<file path="src/logic/bplc_pkg.sv">
// Constants and types shared by the BCD preset load control block
package bplc_pkg;
    // ****************************************
    // Timing
    // ****************************************
    localparam int CLK_PERIOD_NS = 100;
    // One digit-active phase of the free-running scan oscillator
    localparam int DIGIT_PHASE_NS = 400000;
    localparam int DIGIT_CYCLES = DIGIT_PHASE_NS / CLK_PERIOD_NS;
    // Shortest load pulse that must start a full entry sequence
    localparam int LOAD_PULSE_NS = 500;
    localparam int LOAD_PULSE_CYCLES = (LOAD_PULSE_NS + CLK_PERIOD_NS - 1) / CLK_PERIOD_NS;
    // Load completion after release, typical and worst case
    localparam int LOAD_TYP_NS = 1600000;
    localparam int LOAD_MAX_NS = 5000000;
    localparam int LOAD_TYP_CYCLES = LOAD_TYP_NS / CLK_PERIOD_NS;
    localparam int LOAD_MAX_CYCLES = LOAD_MAX_NS / CLK_PERIOD_NS;
    localparam int DIGITS = 4;
    localparam int OSC_W = 16;
    localparam int WATCH_W = 24;

    // ****************************************
    // Register map (byte addresses)
    // ****************************************
    localparam logic [7:0] OFS_CTRL = 8'h00;
    localparam logic [7:0] OFS_STATUS = 8'h04;
    localparam logic [7:0] OFS_COMPARE = 8'h08;
    localparam logic [7:0] OFS_PRESET = 8'h0c;
    // Control fields
    localparam int CTRL_CATHODE_BIT = 0;
    localparam int CTRL_EXT_SCAN_BIT = 1;
    // Status fields
    localparam int ST_LOADING_BIT = 0;
    localparam int ST_MATCH_BIT = 1;
    localparam int ST_ZERO_BIT = 2;
    localparam int ST_PHASE_LSB = 4;
    localparam int ST_CNT_LVL_LSB = 8;
    localparam int ST_CMP_LVL_LSB = 10;
    localparam int ST_DISP_LVL_LSB = 12;
    localparam logic CTRL_EXT_SCAN_RST = 1'b0;
    localparam logic [1:0] PHASE_MSD = 2'h3;
    localparam logic [1:0] PHASE_LSD = 2'h0;

    // ****************************************
    // Types
    // ****************************************
    typedef enum logic [1:0] {LVL_OPEN, LVL_HIGH, LVL_LOW} bplc_lvl_type;
    typedef enum logic {FSM_NORMAL, FSM_LOAD} bplc_fsm_type;
endpackage

</file>
<file path="src/logic/bplc_top.sv">
// BCD preset load control: load sequencing, port direction, display mode and APB registers
`timescale 1ns/10ps
module bplc_top
    import bplc_pkg::*;
#(
    parameter int DIGIT_CYCLES_P = DIGIT_CYCLES,
    parameter int LOAD_MAX_CYCLES_P = LOAD_MAX_CYCLES,
    parameter bit CATHODE_VARIANT = 1'b0
) (
    // Clock and reset
    input wire logic core_clk,
    input wire logic arst_n,
    // APB slave
    input wire logic psel,
    input wire logic penable,
    input wire logic pwrite,
    input wire logic [7:0] paddr,
    input wire logic [31:0] pwdata,
    output logic [31:0] prdata,
    output logic pready,
    output logic pslverr,
    // Three-level selects, each as high and low sense lines
    input wire logic counter_preset_select_hi,
    input wire logic counter_preset_select_lo,
    input wire logic compare_preset_select_hi,
    input wire logic compare_preset_select_lo,
    input wire logic display_mode_select_hi,
    input wire logic display_mode_select_lo,
    // Scan node and counter side
    input wire logic scan_tick_ext,
    input wire logic counter_reset_n,
    input wire logic [15:0] counter_value,
    input wire logic [15:0] latch_value,
    output logic count_inhibit,
    output logic [15:0] counter_preset_value,
    output logic counter_preset_load,
    output logic match_n,
    output logic zero_n,
    output logic result_valid,
    // BCD port and display control
    input wire logic [3:0] bcd_in,
    output logic [3:0] bcd_out,
    output logic bcd_oe,
    output logic [3:0] digit_strobe,
    output logic segment_enable,
    output logic zero_blank_enable
);
    // ****************************************
    // State
    // ****************************************
    typedef struct packed {
        bplc_fsm_type fsm;
        logic [1:0] phase;
        logic [OSC_W-1:0] osc_cnt;
        logic ld_cnt;
        logic ld_reg;
        logic cnt_was_high;
        logic cmp_was_high;
        logic [15:0] cmp;
        logic [15:0] preset;
        logic preset_load;
        logic [3:0] bcd_out;
        logic bcd_oe;
        logic [3:0] strobe;
        logic seg_en;
        logic lzb_en;
        logic match_n;
        logic zero_n;
        logic cathode;
        logic ext_scan;
        logic [31:0] prdata;
        logic pslverr;
    } bplc_state_type;

    bplc_state_type st_q;
    bplc_state_type st_d;
    bplc_lvl_type cnt_lvl;
    bplc_lvl_type cmp_lvl;
    bplc_lvl_type disp_lvl;
    logic osc_tick;
    logic scan_tick;
    logic [3:0] bcd_data;
    logic cnt_rise;
    logic cmp_rise;
    logic [31:0] rd_word;
    logic rd_hit;

    // Resolve a three-level select from its sense lines
    function automatic bplc_lvl_type resolve(input logic hi, input logic lo);
        bplc_lvl_type r;
        r = LVL_OPEN;
        if (hi && !lo) begin
            r = LVL_HIGH;
        end else if (lo && !hi) begin
            r = LVL_LOW;
        end
        return r;
    endfunction

    // ****************************************
    // Input decode
    // ****************************************
    // Select resolution
    assign cnt_lvl = resolve(counter_preset_select_hi, counter_preset_select_lo);
    assign cmp_lvl = resolve(compare_preset_select_hi, compare_preset_select_lo);
    assign disp_lvl = resolve(display_mode_select_hi, display_mode_select_lo);
    // Rising edges into the high state
    assign cnt_rise = (cnt_lvl == LVL_HIGH) && !st_q.cnt_was_high;
    assign cmp_rise = (cmp_lvl == LVL_HIGH) && !st_q.cmp_was_high;
    // Free-running oscillator and the selected scan source
    assign osc_tick = (st_q.osc_cnt == OSC_W'(DIGIT_CYCLES_P - 1));
    assign scan_tick = st_q.ext_scan ? scan_tick_ext : osc_tick;
    // Port digit, polarity and forced zero under counter reset
    assign bcd_data = !counter_reset_n ? 4'h0 : (st_q.cathode ? ~bcd_in : bcd_in);

    // Register read mux
    always_comb begin
        rd_word = 32'h0;
        rd_hit = 1'b1;
        case (paddr)
            OFS_CTRL: begin
                rd_word[CTRL_CATHODE_BIT] = st_q.cathode;
                rd_word[CTRL_EXT_SCAN_BIT] = st_q.ext_scan;
            end
            OFS_STATUS: begin
                rd_word[ST_LOADING_BIT] = (st_q.fsm == FSM_LOAD);
                rd_word[ST_MATCH_BIT] = !st_q.match_n;
                rd_word[ST_ZERO_BIT] = !st_q.zero_n;
                rd_word[ST_PHASE_LSB +: 2] = st_q.phase;
                rd_word[ST_CNT_LVL_LSB +: 2] = cnt_lvl;
                rd_word[ST_CMP_LVL_LSB +: 2] = cmp_lvl;
                rd_word[ST_DISP_LVL_LSB +: 2] = disp_lvl;
            end
            OFS_COMPARE: begin
                rd_word[15:0] = st_q.cmp;
            end
            OFS_PRESET: begin
                rd_word[15:0] = st_q.preset;
            end
            default: begin
                rd_hit = 1'b0;
            end
        endcase
    end

    // ****************************************
    // Next state
    // ****************************************
    always_comb begin
        st_d = st_q;
        st_d.preset_load = 1'b0;
        st_d.cnt_was_high = (cnt_lvl == LVL_HIGH);
        st_d.cmp_was_high = (cmp_lvl == LVL_HIGH);
        case (st_q.fsm)
            FSM_NORMAL: begin
                if (cnt_rise || cmp_rise) begin
                    // Restart scan at MSD on internal oscillator
                    st_d.fsm = FSM_LOAD;
                    st_d.osc_cnt = '0;
                    st_d.phase = PHASE_MSD;
                    st_d.ld_cnt = cnt_rise;
                    st_d.ld_reg = cmp_rise;
                end else if (cmp_lvl == LVL_LOW) begin
                    // Display off: oscillator held, digit parked at MSD
                    st_d.osc_cnt = '0;
                    st_d.phase = PHASE_MSD;
                end else begin
                    st_d.osc_cnt = osc_tick ? '0 : st_q.osc_cnt + OSC_W'(1);
                    if (scan_tick) begin
                        st_d.phase = st_q.phase - 2'h1;
                    end
                end
            end
            FSM_LOAD: begin
                st_d.ld_cnt = st_q.ld_cnt | cnt_rise;
                st_d.ld_reg = st_q.ld_reg | cmp_rise;
                st_d.osc_cnt = osc_tick ? '0 : st_q.osc_cnt + OSC_W'(1);
                if (osc_tick) begin
                    // Digit taken at the trailing edge of its phase
                    if (st_q.ld_cnt) begin
                        st_d.preset[{st_q.phase, 2'b00} +: 4] = bcd_data;
                        st_d.preset_load = 1'b1;
                    end
                    if (st_q.ld_reg) begin
                        st_d.cmp[{st_q.phase, 2'b00} +: 4] = bcd_data;
                    end
                    st_d.phase = st_q.phase - 2'h1;
                    if (st_q.phase == PHASE_LSD) begin
                        // End of pass: resample both selects
                        st_d.ld_cnt = (cnt_lvl == LVL_HIGH);
                        st_d.ld_reg = (cmp_lvl == LVL_HIGH);
                        if ((cnt_lvl != LVL_HIGH) && (cmp_lvl != LVL_HIGH)) begin
                            st_d.fsm = FSM_NORMAL;
                        end
                    end
                end
            end
            default: begin
                st_d.fsm = FSM_NORMAL;
            end
        endcase
        // Port direction: drive only when idle with both selects open
        st_d.bcd_oe = (st_d.fsm == FSM_NORMAL) && (cnt_lvl == LVL_OPEN) && (cmp_lvl == LVL_OPEN);
        st_d.bcd_out = latch_value[{st_d.phase, 2'b00} +: 4];
        // Display drivers
        st_d.strobe = (cmp_lvl == LVL_LOW) ? 4'h0 : (4'h1 << st_d.phase);
        st_d.seg_en = (cmp_lvl != LVL_LOW) && (disp_lvl != LVL_HIGH);
        st_d.lzb_en = (disp_lvl != LVL_LOW);
        // XOR compare and zero detect keep running in display off
        st_d.match_n = |(st_q.cmp ^ counter_value);
        st_d.zero_n = |counter_value;
        // APB: answer prepared in setup, presented in access
        if (psel && !penable) begin
            st_d.prdata = rd_word;
            st_d.pslverr = !rd_hit;
        end
        if (psel && penable && pwrite && (paddr == OFS_CTRL)) begin
            st_d.cathode = pwdata[CTRL_CATHODE_BIT];
            st_d.ext_scan = pwdata[CTRL_EXT_SCAN_BIT];
        end
    end

    // State register; compare register has no clear but power-on
    always_ff @(posedge core_clk or negedge arst_n) begin
        if (!arst_n) begin
            st_q <= '{fsm: FSM_NORMAL, phase: PHASE_MSD, cathode: CATHODE_VARIANT, ext_scan: CTRL_EXT_SCAN_RST,
                      match_n: 1'b1, zero_n: 1'b1, default: '0};
        end else begin
            st_q <= st_d;
        end
    end

    // ****************************************
    // Outputs
    // ****************************************
    assign prdata = st_q.prdata;
    assign pready = 1'b1;
    assign pslverr = st_q.pslverr;
    assign count_inhibit = (cnt_lvl == LVL_HIGH) || ((st_q.fsm == FSM_LOAD) && st_q.ld_cnt);
    assign counter_preset_value = st_q.preset;
    assign counter_preset_load = st_q.preset_load;
    assign match_n = st_q.match_n;
    assign zero_n = st_q.zero_n;
    assign result_valid = (st_q.fsm == FSM_NORMAL);
    assign bcd_out = st_q.bcd_out;
    assign bcd_oe = st_q.bcd_oe;
    assign digit_strobe = st_q.strobe;
    assign segment_enable = st_q.seg_en;
    assign zero_blank_enable = st_q.lzb_en;

    // ****************************************
    // Assertions
    // ****************************************
    logic [WATCH_W-1:0] pass_cyc_q;
    logic [WATCH_W-1:0] rel_cyc_q;
    // Cycle counters for pass length and time after release
    always_ff @(posedge core_clk or negedge arst_n) begin
        if (!arst_n) begin
            pass_cyc_q <= '0;
            rel_cyc_q <= '0;
        end else begin
            pass_cyc_q <= (st_q.fsm == FSM_LOAD && !(osc_tick && st_q.phase == PHASE_LSD)) ?
                          pass_cyc_q + WATCH_W'(1) : '0;
            rel_cyc_q <= (st_q.fsm == FSM_LOAD && cnt_lvl != LVL_HIGH && cmp_lvl != LVL_HIGH) ?
                         rel_cyc_q + WATCH_W'(1) : '0;
        end
    end
endmodule

</file>
<file path="config.mk">
export PLATFORM = sky130hd
export DESIGN_NAME = bplc_top
export DESIGN_NICKNAME = d
export VERILOG_FILES = /design/src/logic/bplc_pkg.sv /design/src/logic/bplc_top.sv
export SDC_FILE = /design/constraint.sdc
export NUM_CORES = 1
export LEC_CHECK = 0
export ABC_AREA = 1
export ABC_CLOCK_PERIOD_IN_PS = 3100
export BUFFER_PORTS_ARGS = -buffer_cell sky130_fd_sc_hd__buf_2
export CAP_MARGIN = 20
export CORE_MARGIN = 1.5
export CORE_UTILIZATION = 54
export DETAILED_ROUTE_END_ITERATION = 10
export PLACE_DENSITY_LB_ADDON = 0.12
export SLEW_MARGIN = 20
export SYNTH_ARGS = -nofsm -noshare
export SYNTH_HDL_FRONTEND = slang
export SYNTH_SLANG_ARGS = --single-unit
</file>
<file path="constraint.sdc">
create_clock -name core_clk -period 3.1 [get_ports core_clk]
set_input_delay 0.465 -clock core_clk [delete_from_list [all_inputs] [get_ports core_clk]]
set_output_delay 0.465 -clock core_clk [all_outputs]
set_load 0.005 [all_outputs]
</file>
Word level (Yosys, flattened, before mapping)
Cells that the tools add are included.
{ "classes": {"add_sub_neg": 3, "multipliers": 0, "div_mod_pow": 0, "magnitude_cmp": 0, "n_eq_ne": 13, "n_shift": 4, "mux": 35, "n_bitwise": 6, "reduce_logical": 40} }
{ "op_table": {"columns": ["operator", "count"], "rows": [
  ["21-bit case mux with 2 select lines", 1],
  ["18-bit two-way mux", 2],
  ["16-bit bitwise mux", 2],
  ["16-bit OR reduction", 2],
  ["2-bit two-way mux", 10],
  ["6-bit case mux with 3 select lines", 1],
  ["1-bit logical AND", 17],
  ["16-bit by 1-bit adder with 16-bit output (second input constant)", 1],
  ["16-bit by 12-bit == test with 1-bit output (second input constant)", 1],
  ["8-bit by 4-bit == test with 1-bit output (second input constant)", 2],
  ["16-bit two-way mux", 1],
  ["4-bit by 6-bit variable shift with 16-bit output (first input constant)", 1],
  ["16-bit by 5-bit variable part select with 4-bit output", 1],
  ["4-bit by 6-bit variable part select with 16-bit output", 1],
  ["16-bit XOR", 1],
  ["1-bit zero test", 12],
  ["4-bit two-way mux", 3],
  ["8-bit by 3-bit == test with 1-bit output (second input constant)", 1],
  ["8-bit zero test", 1],
  ["1-bit two-way mux", 8],
  ["2-bit by 1-bit inequality test with 1-bit output (second input constant)", 4],
  ["2-bit case mux with 2 select lines", 2],
  ["2-bit case mux with 4 select lines", 1],
  ["2-bit zero test", 3],
  ["other kinds (16)", 22]
]} }
{ "totals": {"ff_bits": 88, "latch_bits": 0, "ram_bits": 0, "rom_bits": 0, "word_cells": 122, "n_memories": 0} }

Longest topological paths before layout
Gate-level depths: netlist of run 1.
{ "logic_depth": {"word_depth": 13, "mapped_depth": 14, "depth_no_buf": 13} }

Worst setup path after synthesis of run 1
OpenSTA, ideal clock, no wires.
{ "synth_path": {"path_kind": "input port to flip-flop", "from": "input port counter_preset_select_lo", "to": "register st_q, in the netlist bcd_out[0]", "arrival_ns": 1.684, "required_ns": 2.982, "setup_slack_ns": 1.298, "stages": 11, "n_path_buf": 0, "path_cell_list": "inv_1 -> ha_1 -> inv_2 -> or2_1 -> nand3_2 -> nor2_2 -> nand3_2 -> nand2_4 -> clkinv_1 -> nand2_1 -> nand2_1"} }
{ "synth_lines": {"columns": ["item", "line", "source"], "rows": [
  ["start, declared", "bplc_top.sv:24", "input wire logic counter_preset_select_lo,"],
  ["end signal, assigned", "bplc_top.sv:226", "st_q <= '{fsm: FSM_NORMAL, phase: PHASE_MSD, cathode: CATHODE_VARIANT, ext_scan: CTRL_EXT_SCAN_RST,"],
  ["end signal, assigned", "bplc_top.sv:229", "st_q <= st_d;"],
  ["end, declared", "bplc_top.sv:75", "bplc_state_type st_q;"]
]} }

Final worst setup path of run 1
{ "layout_path": {"from": "register st_q[101] (netlist bit)", "to": "register st_q[76] (netlist bit)"} }
{ "layout_between": {"elab_chain_cells": 3} }
{ "layout_rtl": {"columns": ["item", "line", "source"], "rows": [
  ["4-bit negation with 6-bit output *", "bplc_top.sv:185", "st_d.cmp[{st_q.phase, 2'b00} +: 4] = bcd_data;"],
  ["4-bit by 6-bit variable part select with 16-bit output / 4-bit by 6-bit variable shift with 16-bit output (equally long branches)", "bplc_top.sv:185", null],
  ["16-bit bitwise mux *", "bplc_top.sv:185", null]
]} }
Every way passes the cells marked *; elsewhere a longest branch is shown, timed or not.
A chain may end at the register's enable or synchronous reset.

==> results.md, run 1 <==
* Share of layout cells above drive strength 1 at 0.256
* Power per cell area at approximately 480 nW/µm²
* Setup repair after global routing missed its margin: no
* TritonCTS clock tree: built
* Total core area at approximately 9200 µm²
* Number of antenna violations at the first check in global routing at 0
* Worst-path maximum fanout at 13
* Syn-to-layout area delta at 9.06%
* Slew at the pin closest to its max-slew limit at 0.676 ns
* CTS buffer count at 9
* Initial Util at 0.551
* Number of failing hold endpoints at the final stage at 0
* Largest vdd supply drop at ~280 µV
* Ant. Diodes at 0
* DP Worst Slack at approximately 0.7 ns
* Final TNS setup at 0 ns
* Full die area at slightly below 10000 µm²
* Final setup fails at 0
* Average wire per standard cell at between 10 and 15 µm
* Total length of routed wires at approximately 11000 µm
* Post-synthesis cell count at 619
* Routability congestion estimate at 0.966
* Ratio of routed vias to standard cells at a little over 5
* Via count of the first global-routing pass at between 3000 and 4000
* Yosys top cell by area: sky130_fd_sc_hd__dfrtp_1
* Final max-slew violation count at 0
* Share of the yosys chip area belonging to registers at 0.438
* Global-route wire length before repair at around 18000 µm
* Async S/R FF share, synth at 1.00
* Setup bufs post-CTS at 0
* Status: finished clean
* Synthesis Warnings at 0
* Placed wire-length estimate at around 8600 µm
* Min cycle time layout at about 2.5 ns
* Classification of the worst-slack hold path: input port to async pin
* Total power at 2.63 mW
* Post-Syn Area per Cell at roughly 8.1 µm²
* Max Buffers Root-to-Sink at 2
* FILL cells at 848
* Die H at about 100 µm
* Post-synthesis cell area at 5040 µm²
* DRT antenna net count at 0
* Clock latency on the worst-skew pair at between 0.3 and 0.4 ns
* Crit path DAT at 2.75 ns
* Cell with the most instances after synthesis: sky130_fd_sc_hd__nand2_1
* Footprint of the multi-input gates at ~2100 µm²
* Row Count at 35
* Grt total ovfl at 0
* Netlist cell types at 43
* Clock transition time at the flip-flop clock pins of the worst setup and hold paths at 0.09 ns
* Depth of the CTS H-tree at 3
* Required time of the worst setup path at around 3.4 ns
* CP Class: flop to flop
* Port Buffer Count at around 110
* Synth top area cells: sky130_fd_sc_hd__dfrtp_1 (42%), sky130_fd_sc_hd__nand2_1 (9.2%), sky130_fd_sc_hd__buf_4 (8.5%)
* Io pins at approximately 160
* Number of sinks driven by the clock tree at between 80 and 90
* Total vias in the final route at between 4000 and 5000
* Global-route usage over all layers at 0.236
* CP startpoint kind: flop
* Achievable Freq at slightly above 0.4 GHz
* Combined flip-flop and latch cell area at about 2200 µm²
* Leading register cell type out of synthesis: sky130_fd_sc_hd__dfrtp_1
* Ratio of final minimum period to clock period at 0.797
* Iteration-0 DRC Markers at 210
* Nets at between 700 and 800
* Number of max-cap violations at 0
* Hold-fix buffers at CTS at 0
* Ranking of synthesized cells by instance count: sky130_fd_sc_hd__nand2_1 (123), sky130_fd_sc_hd__dfrtp_1 (84), sky130_fd_sc_hd__inv_1 (69)
* Horizontal extent of the die at roughly 100 µm
* Root cell of the clock tree: sky130_fd_sc_hd__clkbuf_8
* Worst setup skew after layout at roughly 0.012 ns
* Leakage Power at 2.95 nW
* Maximum number of pins on one net before global-route repair at 51
* Element type at the critical path end: flop
* Final worst setup slack at 0.629 ns
* Area share of the leading cell type in the synthesized netlist at 0.417
* Count of unresolved DRC violations after routing at 0
* Number of register bits inferred by synthesis at 88
* Number of detailed-route iterations in the first pass at 4
* Number of enable-type register cells in the synthesized netlist at 0
* Post-CTS sizing at 0
* Rel. slew slack at 0.549
-- critical path: stages (launching register included) --
cell                      delay (ns)
sky130_fd_sc_hd__dfstp_2        0.74
sky130_fd_sc_hd__inv_1          0.14
sky130_fd_sc_hd__ha_1           0.46
sky130_fd_sc_hd__inv_1          0.17
sky130_fd_sc_hd__nor2_1         0.11
sky130_fd_sc_hd__inv_1          0.08
sky130_fd_sc_hd__nor4_1         0.46
sky130_fd_sc_hd__nor2_1         0.10
sky130_fd_sc_hd__a21oi_1        0.13
-- through the flow --
stage / cell area, µm² / instances / util / hold slack, ns
3_5_place_dp: 5320 / 790 / 0.582 / 0.460
5_1_grt: 5500 / 806 / 0.601 / 0.168
3_3_place_gp: 5320 / 790 / 0.582 / 0.445
4_1_cts: 5500 / 806 / 0.601 / 0.142
2_1_floorplan: 5100 / 634 / - / 0.169
6_report: 5500 / 806 / 0.601 / 0.122
-- cells by family after synthesis --
kind of cell	share of synthesized area
AND/OR/NAND/NOR	0.246
AO/OA/AOI/OAI	0.104
multiplexers	0.00223
flip-flops	0.438
XOR/XNOR	0.0313
adder cells (fa/ha/maj)	0.0223
buffers and inverters	0.154
other	0.00149
-- final timing paths --
| check | startpoint | to | slack [ns] | cells after the start |
|---|---|---|---|---|
| min in group core_clk | display_mode_select_lo | zero_blank_enable$_DFF_PN0_ | 0.34 | 2 |
| setup reg to reg | st_q[101]$_DFF_PN1_ | st_q[76]$_DFFE_PN0P_ | 0.63 | 8 |
| max in group asynchronous | arst_n | st_q[84]$_DFFE_PN0P_ | 2.22 | 2 |
| setup / recovery | st_q[101]$_DFF_PN1_ | st_q[76]$_DFFE_PN0P_ | 0.63 | 8 |
| hold / removal | arst_n | prdata[6]$_DFFE_PN0P_ | 0.12 | 1 |
| hold reg to reg | st_q[85]$_DFF_PN0_ | st_q[85]$_DFF_PN0_ | 0.47 | 1 |
-- placed cells by master, fill, tap and decap left out, types with 2 or more instances in the layout --
cell                           n
sky130_fd_sc_hd__nand2_1     123
sky130_fd_sc_hd__buf_2       106
sky130_fd_sc_hd__dfrtp_1      84
sky130_fd_sc_hd__inv_1        69
sky130_fd_sc_hd__nor2_1       57
sky130_fd_sc_hd__o21ai_0      40
sky130_fd_sc_hd__a21oi_1      26
sky130_fd_sc_hd__nand3_1      23
sky130_fd_sc_hd__xor2_1       17
sky130_fd_sc_hd__conb_1       17
sky130_fd_sc_hd__o22ai_1      16
sky130_fd_sc_hd__nor4_1       12
sky130_fd_sc_hd__nor2_2       10
sky130_fd_sc_hd__nand2_2      10
sky130_fd_sc_hd__clkbuf_8     10
sky130_fd_sc_hd__ha_1          9
sky130_fd_sc_hd__nand4_1       8
sky130_fd_sc_hd__inv_2         6
sky130_fd_sc_hd__nor3_1        5
sky130_fd_sc_hd__buf_4         5
sky130_fd_sc_hd__nor3_2        4
sky130_fd_sc_hd__clkinvlp_4    4
sky130_fd_sc_hd__dfstp_2       4
sky130_fd_sc_hd__nand3_2       3
sky130_fd_sc_hd__nand2_4       3
sky130_fd_sc_hd__clkinv_2      2
sky130_fd_sc_hd__or2_2         2
sky130_fd_sc_hd__nor2_4        2
sky130_fd_sc_hd__o21ai_1       2
sky130_fd_sc_hd__clkbuf_1      2
-- routing by layer --
metal,track usage,wire length [µm],vias to the layer above
li1,-,-,2063
met1,0.318,5160,1933
met2,0.382,5280,128
met3,0.0478,607,15
met4,0.0834,183,0
met5,0,0,-
-- power breakdown --
part | leakage [nW] | switching (mW) | internal, mW | total (mW)
registers | 1.05 | 0.0909 | 1.25 | 1.34
logic | 1.83 | 0.359 | 0.208 | 0.567
clock network | 0.0748 | 0.406 | 0.314 | 0.720
-- sequential cells by signal, indices dropped and copies added (netlist names), 4 cells and up --
| register | flops |
|---|---|
| counter_preset_value | 16 |
| prdata | 16 |
| bcd_out | 4 |
| digit_strobe | 4 |
| st_q | 41 |
-- area by class of cell --
class / count / share of cell area
clock buffers: 12 / 0.0264
multi-input cells: 402 / 0.384
clock inverters: 4 / 0.00546
well taps: 111 / 0.0253
inverters: 78 / 0.0537
flip-flops and latches: 88 / 0.401
repair buffers: 111 / 0.103
Note: power is estimated with default switching activity, not from simulation.
==> run 2: changes to the inputs <==
Settings changed: ABC_CLOCK_PERIOD_IN_PS 3100 to 2250, CORE_UTILIZATION 54 to 47.
Clock period 3.1 ns to 2.25 ns, I/O delays scaled along.
==> run 2 against run 1 <==
Net effect: worst hold slack better by 0.062 ns; critical path depth unchanged; combinational power rose by 46%; final cell count grew 3.8%; critical path type unchanged.
==> results.md, run 2 (synthesis results as in run 1) <==
* Net Switching at 1.22 mW (was 0.856 mW)
* Power share of the clock group at 0.288 (was 0.274)
* Share of layout cells above drive strength 1 at 0.263 (was 0.256)
* FILL cells at 1036 (was 848)
* Internal power at 2.52 mW (was 1.77 mW)
* Final setup fails at 0 (unchanged)
* Combinational share of power at 0.222 (was 0.216)
* Max Buffers Root-to-Sink at 2 (unchanged)
* Number of antenna violations at the first check in global routing at 0 (unchanged)
* Seq pwr share at 0.490 (was 0.511)
* Element type at the critical path end: flop (unchanged)
* Horizontal extent of the die at 107 µm (was 99.6 µm)
* Grt total ovfl at 0 (unchanged)
* Total power at 3.74 mW (was 2.63 mW)
* Status: finished clean (unchanged)
* DRT antenna net count at 0 (unchanged)
* CP startpoint kind: flop (unchanged)
* Total length of routed wires at 11800 µm (was 11200 µm)
* Worst setup skew after layout at 0.0136 ns (was 0.0123 ns)
* Rel. slew slack at 0.549 (about the same)
* Number of sinks driven by the clock tree at 88 (unchanged)
* Combined flip-flop and latch cell area at 2210 µm² (unchanged)
* Slew at the pin closest to its max-slew limit at 0.674 ns (was 0.676 ns)
* Root cell of the clock tree: sky130_fd_sc_hd__clkbuf_8 (unchanged)
* Ratio of routed vias to standard cells at 4.96 (was 5.14)
* Required time of the worst setup path at 2.55 ns (was 3.38 ns)
* Largest reg by FF count: st_q (unchanged)
* Classification of the worst-slack hold path: input port to flop (was input port to async pin)
* Count of unresolved DRC violations after routing at 0 (unchanged)
* Port Buffer Count at 107 (unchanged)
* Full die area at 11400 µm² (was 9920 µm²)
* Setup bufs post-CTS at 0 (unchanged)
* Footprint of the multi-input gates at 2110 µm² (unchanged)
* Die H at 107 µm (was 99.6 µm)
* Min cycle time layout at 1.97 ns (was 2.47 ns)
* Placed wire-length estimate at 9100 µm (was 8640 µm)
* Leakage Power at 3.00 nW (was 2.95 nW)
* Register-to-Register Setup Slack at 0.28 ns (was 0.63 ns)
* Via count of the first global-routing pass at 4018 (was 3902)
* Ratio of final minimum period to clock period at 0.874 (was 0.797)
* Syn-to-layout area delta at 11.1% (was 9.06%)
* Worst flop-to-flop path startpoint: st_q[102]$_DFF_PN1_ (was st_q[101]$_DFF_PN1_)
* Nets at 793 (was 788)
* # placed instances at 819 (was 790)
* Iteration-0 DRC Markers at 230 (was 210)
* Achievable Freq at 0.509 GHz (was 0.405 GHz)
* Routability congestion estimate at 0.898 (was 0.966)
* TritonCTS clock tree: built (unchanged)
* Worst-path maximum fanout at 6 (was 13)
* Clock transition time at the flip-flop clock pins of the worst setup and hold paths at 0.09 ns (about the same)
* Row Count at 37 (was 35)
* Average wire per standard cell at 14.1 µm (was 13.9 µm)
* Power per cell area at 667 nW/µm² (was 478 nW/µm²)
* Layout Cells excl Fill at 837 (was 806)
* Crit path DAT at 2.26 ns (was 2.75 ns)
* Depth of the CTS H-tree at 3 (unchanged)
* Total vias in the final route at 4148 (was 4139)
* Initial Util at 0.486 (was 0.551)
* Global-route usage over all layers at 0.218 (was 0.236)
* Io pins at 155 (unchanged)
* Worst min-delay path startpoint: display_mode_select_lo
* Top library cells by usage in the layout, fill and taps aside: sky130_fd_sc_hd__nand2_1 (123), sky130_fd_sc_hd__buf_2 (106), sky130_fd_sc_hd__dfrtp_1 (84) (unchanged)
* Largest register FFs at 41 (unchanged)
* Largest vdd supply drop at 290 µV (was 279 µV)
* Net switching share of the total power at 0.326 (about the same)
* Number of max-cap violations at 0 (unchanged)
* CP Class: flop to flop (unchanged)
* Final TNS setup at 0 ns (unchanged)
* Most common library cell in the layout ignoring fill and taps: sky130_fd_sc_hd__nand2_1 (unchanged)
* Clock latency on the worst-skew pair at 0.37 ns (was 0.36 ns)
* Total core area at 10400 µm² (was 9150 µm²)
* Final max-slew violation count at 0 (unchanged)
* Setup repair after global routing missed its margin: no (unchanged)
* Critical Path Start: st_q[102]$_DFF_PN1_ (was st_q[101]$_DFF_PN1_)
* Number of failing hold endpoints at the final stage at 0 (unchanged)
* Maximum number of pins on one net before global-route repair at 52 (was 51)
* Global-route wire length before repair at 19100 µm (was 18300 µm)
* CTS buffer count at 9 (unchanged)
* Number of detailed-route iterations in the first pass at 5 (was 4)
-- run 2: cell count changes in the layout (fill, tap and decap cells not counted) --
cell,delta
sky130_fd_sc_hd__buf_12,+1
sky130_fd_sc_hd__buf_4,+3
sky130_fd_sc_hd__clkbuf_1,-2
sky130_fd_sc_hd__clkbuf_8,+2
sky130_fd_sc_hd__clkinv_2,+1
sky130_fd_sc_hd__clkinvlp_4,-1
sky130_fd_sc_hd__diode_2,+1
sky130_fd_sc_hd__dlygate4sd3_1,+1
-- run 2: timing repair --
action                                 4_1_cts  5_1_grt
resized for setup                            0        0
endpoints found under the hold margin       36        0
hold buffers                                 1        0
-- run 2: metal layers --
layer  wire length (µm)  global-route usage
met1               5380               0.288
met2               5560               0.359
met4                236              0.0705
met3                610              0.0441
met5                  0                   0
-- run 2: through the flow --
| step | util | area (µm²) | hold WS, ns | worst slack [ns] |
|---|---|---|---|---|
| detailed placement | 0.520 | 5400 | 0.345 | 0.192 |
| global placement | 0.520 | 5400 | 0.340 | 0.226 |
| CTS | 0.540 | 5600 | 0.161 | 0.270 |
| global route | 0.540 | 5600 | 0.182 | 0.125 |
| finish | 0.540 | 5600 | 0.184 | 0.284 |
| floorplan | - | 5100 | 0.0419 | 0.457 |
-- run 2: final timing paths --
kind	cells after the start	end
worst max-delay path	8	st_q[76]$_DFFE_PN0P_
worst min-delay path	2	zero_blank_enable$_DFF_PN0_
worst max register to register	8	st_q[76]$_DFFE_PN0P_
worst min register to register	1	st_q[85]$_DFF_PN0_
max in group asynchronous	3	st_q[102]$_DFF_PN1_
min in group asynchronous	2	prdata[2]$_DFFE_PN0P_
-- run 2: cell type report --
class,count,share of cell area
sequential,88,0.394
multi-input combinational,402,0.377
clock inverter,4,0.00491
timing repair buffer,116,0.111
clock buffer,12,0.0295
inverter,78,0.0527
tap,136,0.0304
antenna,1,0.000447
-- run 2: power by group through the flow --
stage          clock network, mW  logic [mW]  registers (mW)
2_1_floorplan                  0       0.654            1.84
3_3_place_gp                   0       0.811            1.86
3_5_place_dp                   0       0.832            1.86
4_1_cts                     1.10       0.836            1.83
5_1_grt                     1.18       0.936            1.85
6_report                    1.08       0.830            1.83
-- run 2: critical path: stages, from the launching register on --
cell and delay [ns]:
sky130_fd_sc_hd__dfstp_2 0.61, sky130_fd_sc_hd__inv_1 0.08, sky130_fd_sc_hd__ha_1 0.29, sky130_fd_sc_hd__inv_1 0.11, sky130_fd_sc_hd__nor2_1 0.11, sky130_fd_sc_hd__inv_1 0.08, sky130_fd_sc_hd__nor4_1 0.39, sky130_fd_sc_hd__nor2_1 0.10
sky130_fd_sc_hd__a21oi_1 0.13
==> run 3: changes to the inputs <==
==> constraint.sdc (replaced) <==
create_clock -name core_clk -period 2.25 [get_ports core_clk]
set_input_delay 0.45 -clock core_clk [delete_from_list [all_inputs] [get_ports core_clk]]
set_output_delay 0.45 -clock core_clk [all_outputs]
set_load 0.005 [all_outputs]
==> run 3 against run 2 <==
Net effect: global-route usage fell by 0.20 points; via count fell by 0.63%; clock power rose by 6%; largest cell class unchanged; die area did not move; worst hold slack got worse by 0.13 ns; sequential cell count did not move; first-iteration DRC count fell by 18%; sequential share of layout area fell by 0.19 points; register-to-register slack got worse by 0.02 ns.
==> results.md, run 3 (synthesis results as in run 1) <==
* Status: finished clean (unchanged)
* Global-route usage over all layers at 0.216 (was 0.218)
* Total core area at 10400 µm² (unchanged)
* FILL cells at 1009 (was 1036)
* Port Buffer Count at 107 (unchanged)
* Ratio of routed vias to standard cells at 4.91 (was 4.96)
* Clock transition time at the flip-flop clock pins of the worst setup and hold paths at 0.09 ns (about the same)
* Root cell of the clock tree: sky130_fd_sc_hd__clkbuf_8 (unchanged)
* Row Count at 37 (unchanged)
* Worst-path maximum fanout at 6 (unchanged)
* Via count of the first global-routing pass at 4063 (was 4018)
* Total vias in the final route at 4122 (was 4148)
* Achievable Freq at 0.503 GHz (was 0.509 GHz)
* Placed wire-length estimate at 9050 µm (was 9100 µm)
* Required time of the worst setup path at 2.54 ns (was 2.55 ns)
* TritonCTS clock tree: built (unchanged)
* Ratio of final minimum period to clock period at 0.884 (was 0.874)
* Final cell utilization of the core at 0.543 (was 0.540)
* Number of sinks driven by the clock tree at 88 (unchanged)
* Crit path DAT at 2.28 ns (was 2.26 ns)
* Largest reg by FF count: st_q (unchanged)
* Top library cells by usage in the layout, fill and taps aside: sky130_fd_sc_hd__nand2_1 (123), sky130_fd_sc_hd__buf_2 (106), sky130_fd_sc_hd__dfrtp_1 (84) (unchanged)
* Global-route wire length before repair at 19100 µm (about the same)
* Clock latency on the worst-skew pair at 0.36 ns (was 0.37 ns)
* Worst reg2reg path depth at 8 (unchanged)
* Worst setup skew after layout at 0.00968 ns (was 0.0136 ns)
* Min cycle time layout at 1.99 ns (was 1.97 ns)
* Iteration-0 DRC Markers at 188 (was 230)
* Power per cell area at 676 nW/µm² (was 667 nW/µm²)
* Slew at the pin closest to its max-slew limit at 0.637 ns (was 0.674 ns)
* Rel. slew slack at 0.575 (was 0.549)
* Full die area at 11400 µm² (unchanged)
* Number of failing hold endpoints at the final stage at 0 (unchanged)
* Post-CTS sizing at 0 (unchanged)
* Number of max-cap violations at 0 (unchanged)
* Setup bufs post-CTS at 0 (unchanged)
* Most common library cell in the layout ignoring fill and taps: sky130_fd_sc_hd__nand2_1 (unchanged)
* Nets at 795 (was 793)
* Classification of the worst-slack hold path: input port to async pin (was input port to flop)
* CP Class: flop to flop (unchanged)
* Largest vdd supply drop at 321 µV (was 290 µV)
* Grt total ovfl at 0 (unchanged)
* Leakage Power at 3.01 nW (was 3.00 nW)
* Final TNS setup at 0 ns (unchanged)
* Horizontal extent of the die at 107 µm (unchanged)
* CP startpoint kind: flop (unchanged)
* Setup repair after global routing missed its margin: no (unchanged)
* Die H at 107 µm (unchanged)
* Syn-to-layout area delta at 11.7% (was 11.1%)
* Max Buffers Root-to-Sink at 2 (unchanged)
* Io pins at 155 (unchanged)
* Final cell area excluding filler cells at 5630 µm² (was 5600 µm²)
* Initial Util at 0.486 (unchanged)
* Placed standard-cell area at 5420 µm² (was 5400 µm²)
* Depth of the CTS H-tree at 3 (unchanged)
* CTS buffer count at 9 (unchanged)
* Share of layout cells above drive strength 1 at 0.265 (was 0.263)
* Hold-fix buffers at CTS at 0 (was 1)
* Routability congestion estimate at 0.886 (was 0.898)
* Average wire per standard cell at 13.9 µm (was 14.1 µm)
* DRT antenna net count at 0 (unchanged)
* Element type at the critical path end: flop (unchanged)
* Final max-slew violation count at 0 (unchanged)
* Number of detailed-route iterations in the first pass at 4 (was 5)
* Final setup fails at 0 (unchanged)
* Total length of routed wires at 11700 µm (was 11800 µm)
* Maximum number of pins on one net before global-route repair at 49 (was 52)
* Largest register FFs at 41 (unchanged)
* Count of unresolved DRC violations after routing at 0 (unchanged)
* Number of antenna violations at the first check in global routing at 0 (unchanged)
-- run 3: changes by cell type in the layout (fill, tap and decap cells not counted), sizes merged --
cell         before  now
bufinv            0    1
dlygate4sd3       1    0
buf             115  118
clkinv            4    3
-- run 3: where the power goes --
| part | total (mW) | switching, mW | leakage [nW] | internal, mW |
|---|---|---|---|---|
| clock | 1.14 | 0.570 | 0.0949 | 0.574 |
| sequential | 1.83 | 0.101 | 1.05 | 1.72 |
| combinational | 0.835 | 0.524 | 1.87 | 0.311 |
-- run 3: path summary, 6_finish.rpt --
check,start,slack (ns),end
hold reg to reg,st_q[85]$_DFF_PN0_,0.48,st_q[85]$_DFF_PN0_
max in group asynchronous,arst_n,1.50,match_n$_DFF_PN1_
setup reg to reg,st_q[102]$_DFF_PN1_,0.26,st_q[75]$_DFFE_PN0P_
setup / recovery,st_q[102]$_DFF_PN1_,0.26,st_q[75]$_DFFE_PN0P_
hold / removal,arst_n,0.05,prdata[2]$_DFFE_PN0P_
min in group core_clk,display_mode_select_lo,0.31,zero_blank_enable$_DFF_PN0_
-- run 3: layout make-up --
cell class | count | area (µm²) | area share
Antenna cell | 1 | 2.50 | 0.000445
Clock buffer | 12 | 155 | 0.0276
Clock inverter | 4 | 52.6 | 0.00934
Inverter | 78 | 295 | 0.0525
Multi-Input combinational cell | 402 | 2110 | 0.375
Sequential cell | 88 | 2210 | 0.392
Tap cell | 136 | 170 | 0.0302
Timing Repair Buffer | 118 | 633 | 0.112
-- run 3: layer usage --
| layer | wire (µm) | GRT usage | up-vias |
|---|---|---|---|
| met2 | 5560 | 0.357 | 123 |
| met4 | 218 | 0.0952 | 0 |
| met5 | 0 | 0 | - |
| met1 | 5150 | 0.276 | 1910 |
| met3 | 735 | 0.0399 | 15 |
| li1 | - | - | 2074 |
-- run 3: metrics by stage --
| stage | hold WS (ns) | power, mW | cells | setup WS (ns) |
|---|---|---|---|---|
| floorplan | 0.154 | 2.49 | 634 | 0.457 |
| global placement | 0.454 | 2.67 | 822 | 0.242 |
| detailed placement | 0.455 | 2.69 | 822 | 0.197 |
| CTS | 0.0652 | 3.85 | 838 | 0.321 |
| global route | 0.0829 | 4.05 | 838 | 0.0375 |
| finish | 0.0509 | 3.81 | 839 | 0.261 |
-- run 3: worst max-delay path, cell delays in order, from the launching register on --
cell                      delay (ns)
sky130_fd_sc_hd__dfstp_2        0.60
sky130_fd_sc_hd__inv_1          0.07
sky130_fd_sc_hd__ha_1           0.29
sky130_fd_sc_hd__inv_1          0.11
sky130_fd_sc_hd__nor2_1         0.11
sky130_fd_sc_hd__inv_1          0.08
sky130_fd_sc_hd__nor4_1         0.41
sky130_fd_sc_hd__nor2_1         0.11
sky130_fd_sc_hd__a21oi_1        0.15
